File: src/hw/pcei_regs.svh
// Purpose: Register map, field positions, reset values for the pin change interrupt block
// Assumes: 32-bit AXI4-Lite data, one aligned word per register
// Notes: Definitions only
`ifndef PCEI_REGS_SVH
`define PCEI_REGS_SVH

`define PCEI_ADDR_W 8
`define PCEI_PIN_W 6

`define PCEI_OFF_RISE_EN 8'h00
`define PCEI_OFF_FALL_EN 8'h04
`define PCEI_OFF_FLAGS 8'h08
`define PCEI_OFF_CTRL 8'h0C
`define PCEI_OFF_STATUS 8'h10
`define PCEI_OFF_EVT 8'h14
`define PCEI_OFF_EVT_MASK 8'h18

`define PCEI_CTRL_MASTER_EN 0
`define PCEI_CTRL_MOD_DIS 1
`define PCEI_STAT_SUMMARY 0
`define PCEI_STAT_WAKE 1

`define PCEI_RST_PINS 6'h00
`define PCEI_ALL_PINS 6'h3F
`define PCEI_DBG_PINS 6'h3C

`define PCEI_RESP_OKAY 2'h0
`define PCEI_RESP_SLVERR 2'h2

`endif

File: src/hw/pcei_pkg.sv
// Purpose: Types shared by the pin change interrupt block
// Assumes: Six monitored pins
// Notes: Offsets and values live in pcei_regs.svh
`include "pcei_regs.svh"

package pcei_pkg;

  typedef logic [`PCEI_PIN_W-1:0] pcei_pins_t;

  typedef struct packed {
    pcei_pins_t rise;
    pcei_pins_t fall;
  } pcei_edge_t;

  typedef struct packed {
    logic mod_dis;
    logic master_en;
  } pcei_ctrl_t;

  typedef enum {
    PCEI_SEL_RISE,
    PCEI_SEL_FALL,
    PCEI_SEL_FLAGS,
    PCEI_SEL_CTRL,
    PCEI_SEL_STATUS,
    PCEI_SEL_EVT,
    PCEI_SEL_EVT_MASK,
    PCEI_SEL_NONE
  } pcei_sel_t;

endpackage

File: src/hw/pcei_edge_det.sv
// Purpose: Synchronise port pins and report rising and falling edges
// Assumes: Pins are asynchronous to i_clk
// Notes: Edges come out one cycle wide, two edges after the pin moves
`include "pcei_regs.svh"

module pcei_edge_det
  import pcei_pkg::*;
(
  // Clock and reset
  input wire logic i_clk,
  input wire logic i_rst_b,
  // Pins and edges
  input wire pcei_pins_t i_pins,
  output pcei_edge_t o_edges
);

  pcei_pins_t meta_reg;
  pcei_pins_t sync_reg;
  pcei_pins_t prev_reg;

  genvar g;
  generate
    for (g = 0; g < `PCEI_PIN_W; g++) begin : g_pin
      // First stage feeds only the second stage
      always_ff @(posedge i_clk) begin
        if (!i_rst_b) begin
          meta_reg[g] <= 1'b0;
          sync_reg[g] <= 1'b0;
          prev_reg[g] <= 1'b0;
        end else begin
          meta_reg[g] <= i_pins[g];
          sync_reg[g] <= meta_reg[g];
          prev_reg[g] <= sync_reg[g];
        end
      end
      // Separate detectors, so both polarities can be armed at once
      assign o_edges.rise[g] = sync_reg[g] & ~prev_reg[g];
      assign o_edges.fall[g] = ~sync_reg[g] & prev_reg[g];
    end
  endgenerate

endmodule

File: src/hw/pcei_top.sv
// Purpose: Per-pin edge detect with sticky change flags, summary request and wake
// Assumes: AXI4-Lite slave, one outstanding write and one read
// Notes: Offsets and bit positions sit in pcei_regs.svh
// Notes: Rule summary follows
`include "pcei_regs.svh"

module pcei_top
  import pcei_pkg::*;
(
  // Clock and reset
  input wire logic i_clk,
  input wire logic i_rst_b,
  // AXI4-Lite write address
  input wire logic i_awvalid,
  output logic o_awready,
  input wire logic [`PCEI_ADDR_W-1:0] i_awaddr,
  input wire logic [2:0] i_awprot,
  // AXI4-Lite write data
  input wire logic i_wvalid,
  output logic o_wready,
  input wire logic [31:0] i_wdata,
  input wire logic [3:0] i_wstrb,
  // AXI4-Lite write response
  output logic o_bvalid,
  input wire logic i_bready,
  output logic [1:0] o_bresp,
  // AXI4-Lite read address
  input wire logic i_arvalid,
  output logic o_arready,
  input wire logic [`PCEI_ADDR_W-1:0] i_araddr,
  input wire logic [2:0] i_arprot,
  // AXI4-Lite read data
  output logic o_rvalid,
  input wire logic i_rready,
  output logic [31:0] o_rdata,
  output logic [1:0] o_rresp,
  // Port pins and debugger state
  input wire pcei_pins_t i_port_a_pin,
  input wire logic i_debug_en,
  // Requests
  output logic o_change_irq,
  output logic o_wake,
  output logic o_irq
);

  // Shared address decode for both channels
  function automatic pcei_sel_t dec_addr(input logic [`PCEI_ADDR_W-1:0] addr);
    pcei_sel_t sel;
    sel = PCEI_SEL_NONE;
    case (addr)
      `PCEI_OFF_RISE_EN: sel = PCEI_SEL_RISE;
      `PCEI_OFF_FALL_EN: sel = PCEI_SEL_FALL;
      `PCEI_OFF_FLAGS: sel = PCEI_SEL_FLAGS;
      `PCEI_OFF_CTRL: sel = PCEI_SEL_CTRL;
      `PCEI_OFF_STATUS: sel = PCEI_SEL_STATUS;
      `PCEI_OFF_EVT: sel = PCEI_SEL_EVT;
      `PCEI_OFF_EVT_MASK: sel = PCEI_SEL_EVT_MASK;
      default: sel = PCEI_SEL_NONE;
    endcase
    return sel;
  endfunction

  // Write strobe for one register; only byte lane 0 carries register bits
  function automatic logic wr_hit(input logic lane0, input pcei_sel_t hit_sel,
                                  input pcei_sel_t sel);
    return lane0 && (hit_sel == sel);
  endfunction

  // Register state
  pcei_pins_t rise_enable_reg;
  pcei_pins_t fall_enable_reg;
  pcei_pins_t change_flag_reg;
  pcei_pins_t evt_status_reg;
  pcei_pins_t evt_mask_reg;
  pcei_ctrl_t ctrl_reg;

  // Write channel state
  logic aw_held_reg;
  logic [`PCEI_ADDR_W-1:0] aw_addr_reg;
  logic w_held_reg;
  logic [31:0] w_data_reg;
  logic w_lane0_reg;
  logic bvalid_reg;
  logic [1:0] bresp_reg;

  // Read channel state
  logic rvalid_reg;
  logic [31:0] rdata_reg;
  logic [1:0] rresp_reg;

  // Output state
  logic change_irq_reg;
  logic wake_reg;
  logic irq_reg;

  // Internal signals
  pcei_edge_t edges;
  pcei_pins_t avail;
  pcei_pins_t set_evt;
  pcei_pins_t wr_val;
  pcei_sel_t wr_sel;
  pcei_sel_t rd_sel;
  logic wr_fire;
  logic wr_lane0;
  logic rd_fire;
  logic summary;
  pcei_pins_t change_flag_next;
  pcei_pins_t evt_status_next;
  pcei_pins_t rise_hit;
  pcei_pins_t fall_hit;

  pcei_edge_det u_edge_det (
    .i_clk(i_clk),
    .i_rst_b(i_rst_b),
    .i_pins(i_port_a_pin),
    .o_edges(edges)
  );

  // Pins 1 and 0 belong to the debugger while it is attached
  assign avail = i_debug_en ? `PCEI_DBG_PINS : `PCEI_ALL_PINS;
  // Limitation: flags already set on pins 1 and 0 stay until software clears them

  // Armed detectors per polarity; either or both may be on per pin
  // Nothing is flagged while the module is disabled
  genvar p;
  generate
    for (p = 0; p < `PCEI_PIN_W; p++) begin : g_arm
      assign rise_hit[p] = edges.rise[p] & rise_enable_reg[p];
      assign fall_hit[p] = edges.fall[p] & fall_enable_reg[p];
      assign set_evt[p] = (rise_hit[p] | fall_hit[p]) & avail[p] & ~ctrl_reg.mod_dis;
    end
  endgenerate

  // Write takes place once both address and data are held
  // A new write waits until the previous response is taken
  assign wr_fire = aw_held_reg & w_held_reg & ~bvalid_reg;
  assign wr_sel = dec_addr(aw_addr_reg);
  assign wr_lane0 = wr_fire & w_lane0_reg;
  assign wr_val = w_data_reg[`PCEI_PIN_W-1:0];
  assign rd_fire = i_arvalid & ~rvalid_reg;
  assign rd_sel = dec_addr(i_araddr);

  // Summary is only ever derived, never stored
  assign summary = |change_flag_reg;

  // Handshakes
  // Readies are combinational so a held beat is refused in the same cycle
  assign o_awready = ~aw_held_reg;
  assign o_wready = ~w_held_reg;
  assign o_arready = ~rvalid_reg;
  assign o_bvalid = bvalid_reg;
  assign o_bresp = bresp_reg;
  assign o_rvalid = rvalid_reg;
  assign o_rdata = rdata_reg;
  assign o_rresp = rresp_reg;
  assign o_change_irq = change_irq_reg;
  assign o_wake = wake_reg;
  assign o_irq = irq_reg;

  // Write address holding
  always_ff @(posedge i_clk) begin
    if (!i_rst_b) begin
      aw_held_reg <= 1'b0;
      aw_addr_reg <= 8'h00;
    end else if (wr_fire) begin
      aw_held_reg <= 1'b0;
    end else if (i_awvalid && !aw_held_reg) begin
      aw_held_reg <= 1'b1;
      aw_addr_reg <= i_awaddr;
    end
  end

  // Write data holding; only byte lane 0 carries register bits
  always_ff @(posedge i_clk) begin
    if (!i_rst_b) begin
      w_held_reg <= 1'b0;
      w_data_reg <= 32'h0000_0000;
      w_lane0_reg <= 1'b0;
    end else if (wr_fire) begin
      w_held_reg <= 1'b0;
    end else if (i_wvalid && !w_held_reg) begin
      w_held_reg <= 1'b1;
      w_data_reg <= i_wdata;
      w_lane0_reg <= i_wstrb[0];
    end
  end

  // Write response
  // Unmapped writes answer SLVERR and change nothing
  always_ff @(posedge i_clk) begin
    if (!i_rst_b) begin
      bvalid_reg <= 1'b0;
      bresp_reg <= `PCEI_RESP_OKAY;
    end else if (wr_fire) begin
      bvalid_reg <= 1'b1;
      bresp_reg <= (wr_sel == PCEI_SEL_NONE) ? `PCEI_RESP_SLVERR : `PCEI_RESP_OKAY;
    end else if (i_bready) begin
      bvalid_reg <= 1'b0;
    end
  end

  // Edge enables, cleared by every reset
  always_ff @(posedge i_clk) begin
    if (!i_rst_b) begin
      rise_enable_reg <= `PCEI_RST_PINS;
      fall_enable_reg <= `PCEI_RST_PINS;
    end else if (wr_lane0) begin
      if (wr_sel == PCEI_SEL_RISE) begin
        rise_enable_reg <= wr_val;
      end
      if (wr_sel == PCEI_SEL_FALL) begin
        fall_enable_reg <= wr_val;
      end
    end
  end

  // Control: master enable and module disable
  // Enables survive a module disable, so re-enabling needs no reprogramming
  always_ff @(posedge i_clk) begin
    if (!i_rst_b) begin
      ctrl_reg <= '0;
    end else if (wr_hit(wr_lane0, wr_sel, PCEI_SEL_CTRL)) begin
      ctrl_reg.master_en <= w_data_reg[`PCEI_CTRL_MASTER_EN];
      ctrl_reg.mod_dis <= w_data_reg[`PCEI_CTRL_MOD_DIS];
    end
  end

  // Next flag value: a hardware set always beats the software write
  always_comb begin
    change_flag_next = change_flag_reg | set_evt;
    if (ctrl_reg.mod_dis) begin
      change_flag_next = `PCEI_RST_PINS;
    end else if (wr_hit(wr_lane0, wr_sel, PCEI_SEL_FLAGS)) begin
      change_flag_next = (wr_val & avail) | set_evt;
    end
  end

  // Change flags: software writes, hardware sets
  always_ff @(posedge i_clk) begin
    if (!i_rst_b) begin
      change_flag_reg <= `PCEI_RST_PINS;
    end else begin
      change_flag_reg <= change_flag_next;
    end
  end

  // Next event status: write one to clear, a new edge beats the clear
  always_comb begin
    evt_status_next = evt_status_reg | set_evt;
    if (wr_hit(wr_lane0, wr_sel, PCEI_SEL_EVT)) begin
      evt_status_next = (evt_status_reg & ~wr_val) | set_evt;
    end
  end

  // Event status for o_irq
  always_ff @(posedge i_clk) begin
    if (!i_rst_b) begin
      evt_status_reg <= `PCEI_RST_PINS;
    end else begin
      evt_status_reg <= evt_status_next;
    end
  end

  // Event mask
  always_ff @(posedge i_clk) begin
    if (!i_rst_b) begin
      evt_mask_reg <= `PCEI_RST_PINS;
    end else if (wr_hit(wr_lane0, wr_sel, PCEI_SEL_EVT_MASK)) begin
      evt_mask_reg <= wr_val;
    end
  end

  // Requests: flags keep setting with master enable clear, only the request is held off
  always_ff @(posedge i_clk) begin
    if (!i_rst_b) begin
      change_irq_reg <= 1'b0;
      wake_reg <= 1'b0;
      irq_reg <= 1'b0;
    end else begin
      change_irq_reg <= summary & ctrl_reg.master_en;
      // Wake follows the request so a sleeping core sees the same condition
      wake_reg <= summary & ctrl_reg.master_en;
      irq_reg <= |(evt_status_reg & evt_mask_reg);
    end
  end

  // Read channel; unused upper bits read as zero
  // Unaligned or unmapped reads answer SLVERR with zero data
  always_ff @(posedge i_clk) begin
    if (!i_rst_b) begin
      rvalid_reg <= 1'b0;
      rdata_reg <= 32'h0000_0000;
      rresp_reg <= `PCEI_RESP_OKAY;
    end else if (rd_fire) begin
      rvalid_reg <= 1'b1;
      rresp_reg <= `PCEI_RESP_OKAY;
      rdata_reg <= 32'h0000_0000;
      case (rd_sel)
        PCEI_SEL_RISE: begin
          rdata_reg[`PCEI_PIN_W-1:0] <= rise_enable_reg & avail;
        end
        PCEI_SEL_FALL: begin
          rdata_reg[`PCEI_PIN_W-1:0] <= fall_enable_reg & avail;
        end
        PCEI_SEL_FLAGS: begin
          rdata_reg[`PCEI_PIN_W-1:0] <= change_flag_reg;
        end
        PCEI_SEL_CTRL: begin
          rdata_reg[`PCEI_CTRL_MASTER_EN] <= ctrl_reg.master_en;
          rdata_reg[`PCEI_CTRL_MOD_DIS] <= ctrl_reg.mod_dis;
        end
        PCEI_SEL_STATUS: begin
          rdata_reg[`PCEI_STAT_SUMMARY] <= summary;
          rdata_reg[`PCEI_STAT_WAKE] <= wake_reg;
        end
        PCEI_SEL_EVT: begin
          rdata_reg[`PCEI_PIN_W-1:0] <= evt_status_reg;
        end
        PCEI_SEL_EVT_MASK: begin
          rdata_reg[`PCEI_PIN_W-1:0] <= evt_mask_reg;
        end
        default: begin
          rresp_reg <= `PCEI_RESP_SLVERR;
        end
      endcase
    end else if (i_rready) begin
      rvalid_reg <= 1'b0;
    end
  end

endmodule

File: config.mk
export PLATFORM = sky130hd
export DESIGN_NAME = pcei_top
export DESIGN_NICKNAME = d
export VERILOG_FILES = /design/src/hw/pcei_pkg.sv /design/src/hw/pcei_edge_det.sv /design/src/hw/pcei_top.sv
export VERILOG_INCLUDE_DIRS = /design/src /design/src/hw
export SDC_FILE = /design/constraint.sdc
export NUM_CORES = 1
export LEC_CHECK = 0
export BUFFER_PORTS_ARGS = -buffer_cell sky130_fd_sc_hd__buf_2
export CORE_MARGIN = 2
export CORE_UTILIZATION = 54
export CTS_CLUSTER_DIAMETER = 80
export DETAILED_ROUTE_END_ITERATION = 8
export GPL_TIMING_DRIVEN = 0
export PLACE_DENSITY = 0.93
export SLEW_MARGIN = 25
export SYNTH_ARGS = -nofsm -noshare
export SYNTH_HDL_FRONTEND = slang
export SYNTH_SLANG_ARGS = --single-unit
File: constraint.sdc
create_clock -name i_clk -period 7.04 [get_ports i_clk]
set_clock_uncertainty 0.2 [all_clocks]
set_input_delay 1.408 -clock i_clk [delete_from_list [all_inputs] [get_ports i_clk]]
set_output_delay 1.408 -clock i_clk [all_outputs]
set_load 0.01 [all_outputs]
# == Word-level counts from Yosys, hierarchy flattened ==
# Index checks and enable logic that the tools add are counted.
# word_totals
ff_bits,81
inputBits,72
output_inout_bits,44
word_cells,173
# op_classes
n_eq_ne,24
mux,13
bitwise_logic,76
reduce_logical,23
# ops
op,n
$eq A32 B3 Y1 const B,5
$eq A32 B2 Y1 const B,3
$eq A32 B4 Y1 const B,3
$logic_not A32 Y1,2
$eq A8 B5 Y1 const B,6
$pmux W3 S7,2
$and A1 B1 Y1,37
$eq A32 B1 Y1 const B,1
$eq A8 B4 Y1 const B,4
$and A6 B6 Y6,5
$or A6 B6 Y6,4
$pmux W4 S5,1
$not A1 Y1,19
$eq A8 B3 Y1 const B,2
$logic_not A8 Y1,2
$pmux W2 S7,1
$mux W6,2
$reduce_or A6 Y1,2
$reduce_and A2 Y1,4
$reduce_or A7 Y1,1
$logic_and A1 B1 Y1,6
$mux W2,3
$not A6 Y6,1
$or A1 B1 Y1,6
other kinds (5),14

# == Logic depth before layout (Yosys ltp) ==
# logic_depth
depth_word,8
mapped_depth,6
depth_no_buf,4

# == Cells and area by module ==
# From an unflattened synthesis, not the netlist that was laid out.
# hier_totals
cells_unflattened,380
area_unflattened_um2,3585.9
# by_module_without_submodules
module,n_inst,cells_per_inst,area_each_um2,seq_area_each_um2
pcei_top,1,331,3009.1,1221.2
pcei_edge_det,1,49,576.8,360.3

# == Least setup slack after synthesis ==
# OpenSTA, ideal clock, no wires.
# synth_timing
path_kind,input port to flip-flop
startpoint,in i_araddr[4]
endpoint,reg rdata_reg[2] (netlist: o_rdata[2])
setup_time_ns,0.120
t_arrival_ns,2.589
required_time_ns,6.720
setup_slack_ns,4.131
stages,5
path_buffers,2
cell_sequence,clkbuf_1 > buf_1 > nor2b_1 > nor4_1 > a211o_1
# synth_via
elab_chain_len,4
elab_cells_between_ends,14
classes_between,10 x eq/ne; 2 x mux; 2 x reduce/logical
# synth_lines
element,line,rtl
"start, declared",pcei_top.sv:30,"input wire logic [`PCEI_ADDR_W-1:0] i_araddr,"
$eq A8 B5 Y1 (tied with other cells),pcei_top.sv:50,case (addr)
$pmux W3 S7 (*),pcei_top.sv:50,
$eq A32 B3 Y1 (tied with other cells),pcei_top.sv:298,case (rd_sel)
$pmux W4 S5 (*),pcei_top.sv:298,
"end signal, assigned by index",pcei_top.sv:300,rdata_reg[`PCEI_PIN_W-1:0] <= rise_enable_reg & avail;
"end signal, assigned by index",pcei_top.sv:303,rdata_reg[`PCEI_PIN_W-1:0] <= fall_enable_reg & avail;
"end signal, assigned by index",pcei_top.sv:306,rdata_reg[`PCEI_PIN_W-1:0] <= change_flag_reg;
"end, declared",pcei_top.sv:88,logic [31:0] rdata_reg;
# Every way passes the cells marked *; elsewhere a longest branch is shown, timed or not.
# A chain may end at the register's enable or synchronous reset.

# == Final worst setup path ==
# layout_timing
startpoint,in i_araddr[4]
endpoint,reg rdata_reg[0] (netlist: o_rdata[0])
# layout_via
elab_chain_len,4
elab_cells_between_ends,16
classes_between,12 x eq/ne; 2 x mux; 2 x reduce/logical
# layout_lines
element,line
$eq A8 B5 Y1 (tied with other cells),pcei_top.sv:50
$pmux W3 S7 (*),pcei_top.sv:50
$eq A32 B3 Y1 (tied with other cells),pcei_top.sv:298
$pmux W2 S7 (*),pcei_top.sv:298
# Marks and branches as above.

==> metrics.md <==
| Metric | Value |
|---|---|
| Seq/Total Area, Yosys | 44.6% |
| Largest net degree at the start of global routing | 14 |
| Delay-heaviest family, CP | simple AND/OR/NAND/NOR gates |
| Hold Crit Class | reg -> reg |
| Worst-path clk slew | roughly 0.070 ns |
| Critical path capture point type | register |
| Initial antenna violation count | 0 |
| Routability congestion estimate | between 0.8 and 0.9 |
| Die Wd | 85.0 um |
| Max_slew headroom | between 50% and 60% |
| Multi-input logic area | between 0.0015 and 0.002 mm2 |
| Final min period | about 2.8 ns |
| RSZ-0062 raised after global routing | no |
| Post-synth top area share | roughly 45% |
| Clock Power Share | 35.4% |
| Final hold violations | 0 |
| Post-Syn Area | ~0.0035 mm2 |
| Pint | 634 uW |
| H-tree levels | 3 |
| Nets@finish | 526 |
| Net Sw Frac | 25.6% |
| Final WL | 7.46 mm |
| Final TNS setup | 0 ns |
| Vias | 2,780 |
| Post-DP HPWL | 5.52 mm |
| First drt pass iteration count | 4 |
| Antenna Cells | 0 |
| Netlist cell types | 38 |
| Max-Cap Viols | 0 |
| Num CTS Buffers | 9 |
| Core footprint | 0.00635 mm2 |
| Row count | 29 |
| Io pins | 116 |
| Initial Utilization | between 50% and 60% |
| Syn avg cell area | 9.68 um2 |
| Worst Path Buf+Inv | 1 |
| Logic pwr share | 9.6% |
| Mapped Cells | about 370 |
| Cts repair resizes | 0 |
| Crit path max fanout | 9 |
| Worst path slowest cell | nor3b_1 |
| Critical path type | in -> reg |
| Worst EP arrival | 2.84 ns |
| Max reg flops | 8 |
| Longest individual stage delay on the worst path | approximately 0.44 ns |
| Leakage | 1.99 nW |
| FF+latch count, synth | 79 |
| First-pass GRT wire length | 12.3 mm |
| CTS Buffer Depth | 2 |
| Layout Utilization | 65.7% |
| Final period util | 39.9% |
| Postcts setup bufs | 0 |
| Pwr Total | 852 uW |
| TritonCTS clock tree | built |
| Seq pwr share | 54.9% |
| Max Clock Freq | approximately 360 MHz |
| Vias in the first global route | 2,569 |
| Yosys Warn Count | 0 |
| Area grow syn2layout | 17.8% |
| Least-Margin Pin Slew | 0.619 ns |
| Post-DR vias/cell | 5.19 |
| Worst path required time | 7.07 ns |
| Finish-stage setup viols | 0 |
| Die Height | between 80 and 90 um |
| Root Buffer | clkbuf_8 |
| CTS Hold Buffers Added | 0 |
| Fill cell count | 516 |
| Register area | roughly 0.0016 mm2 |
| Power per cell area | about 200 mW/mm2 |
| Status | completed |
| IO buf count | 50 |
| Layout cells sized above 1 | between 20% and 30% |
| VDD IR-drop max | 0.166 mV |
| # clock sinks | 79 |
| Largest cells by area after synthesis | dfxtp_1 (45%), mux2i_1 (12%), buf_4 (6.1%) |
| Worst Setup Start Kind | input port |
| Worst skew pair latency | 0.35 ns |
| Full die area | 0.00723 mm2 |
| Drt drc | 0 |
| Area leader, netlist | dfxtp_1 |
| Iteration-0 DRC Markers | 139 |
| Crit-path cells | clkbuf_1 > nor3b_1 > mux2_2 > a221oi_1 > o21ai_0 |
| Avg WL per Cell | 13.9 um |
| GRT Total Usage | 21.7% |
| Switch Pwr | between 200 and 250 uW |
| Slew Viols, Final | 0 |
| Final ANT Viol Nets | 0 |
| Total grt overflow | 0 |
## power groups by stage
stage          sequential (mW)  combinational (mW)  clock [mW]
6_report                 0.468              0.0819       0.302
5_1_grt                  0.470              0.0905       0.329
4_1_cts                  0.468              0.0814       0.306
3_5_place_dp             0.479              0.0813           0
3_3_place_gp             0.478              0.0793           0
2_1_floorplan            0.477              0.0579           0
## worst paths after layout
path	startpoint	end	slack [ns]	cells past startpoint
worst max-delay path	i_araddr[4]	o_rdata[0]	4.23	5
worst min-delay path	u_edge_det.meta_reg[0]	u_edge_det.sync_reg[0]	0.23	1
worst max register to register	aw_addr_reg[0]	change_flag_reg[3]	4.70	5
worst min register to register	u_edge_det.meta_reg[0]	u_edge_det.sync_reg[0]	0.23	1
## stage by stage
| step | instance area (um2) | cells | setup WS [ns] | hold WS (ns) |
|---|---|---|---|---|
| 6_report | 4170 | 536 | 4.23 | 0.235 |
| 5_1_grt | 4170 | 536 | 4.15 | 0.253 |
| 4_1_cts | 4170 | 536 | 4.28 | 0.239 |
| 3_5_place_dp | 3990 | 520 | 3.89 | 0.220 |
| 3_3_place_gp | 3990 | 520 | 3.89 | 0.214 |
| 2_1_floorplan | 3650 | 393 | 4.13 | 0.212 |
## layout by cell type (no fill, tap or decap), types with 7 or more instances in the layout
cell,n
mux2i_1,41
nand3b_1,14
a22oi_1,7
conb_1,28
nor2_1,28
inv_1,7
nand2_1,31
buf_4,29
clkbuf_8,10
nor3_1,7
clkbuf_1,12
buf_2,50
dfxtp_1,79
and2_1,18
a21oi_1,7
nor2b_1,7
nand2b_1,7
## worst reg2reg max path, stage by stage (launching register included)
cell	delay, ns
dfxtp_1	0.32
or4_4	0.57
or4_4	0.50
buf_6	0.16
mux2_4	0.31
o21ba_1	0.18
## final cells by class
cell class	count	area share, %
repair buffers	50	6.00
flip-flops and latches	79	37.9
clock buffers	11	3.39
multi-input cells	262	42.1
inverters	7	0.629
plain buffers	45	6.83
well taps	77	2.31
clock inverters	5	0.809
## metal layers
layer / GRT usage (%) / vias up / wire length [um]
li1: - / 1394 / -
met1: 29.4 / 1283 / 3480
met2: 33.2 / 95 / 3320
met3: 5.54 / 8 / 564
met4: 8.37 / 0 / 95
met5: 0 / - / 0
## Yosys cell counts
cell,n
nor3b_1,1
mux2_2,6
buf_6,1
mux2_4,6
a221oi_1,3
mux2i_1,41
nand3_1,1
a22oi_1,7
o21ai_0,3
a31oi_1,2
nor3_1,7
and2_1,18
or4_1,2
a211o_1,3
nor2b_1,7
buf_1,4
dfxtp_1,79
or4_4,2
a41oi_1,1
nand4b_1,2
nand2_1,31
nand2b_1,7
nand3b_1,14
a22o_1,1
a21oi_1,7
clkbuf_1,11
o22ai_1,3
nor2_1,28
o21ba_1,6
nor4_1,4
conb_1,1
buf_4,29
or4bb_1,2
a211oi_1,4
inv_1,7
a21boi_0,6
nand4_1,3
o21a_1,6
## cell families (layout without fill, tap and decap cells)
group                  count (synthesis)  in the layout  synth area share [%]
and+or+nand+nor                      129            129                  19.6
DFF                                   79             79                  44.6
muxes                                 53             53                  16.0
AOI/OAI and AO/OA                     52             52                  10.8
buffers and inverters                 52            118                  8.79
other                                  1             28                 0.106
Power figures use the tool's default switching activity.
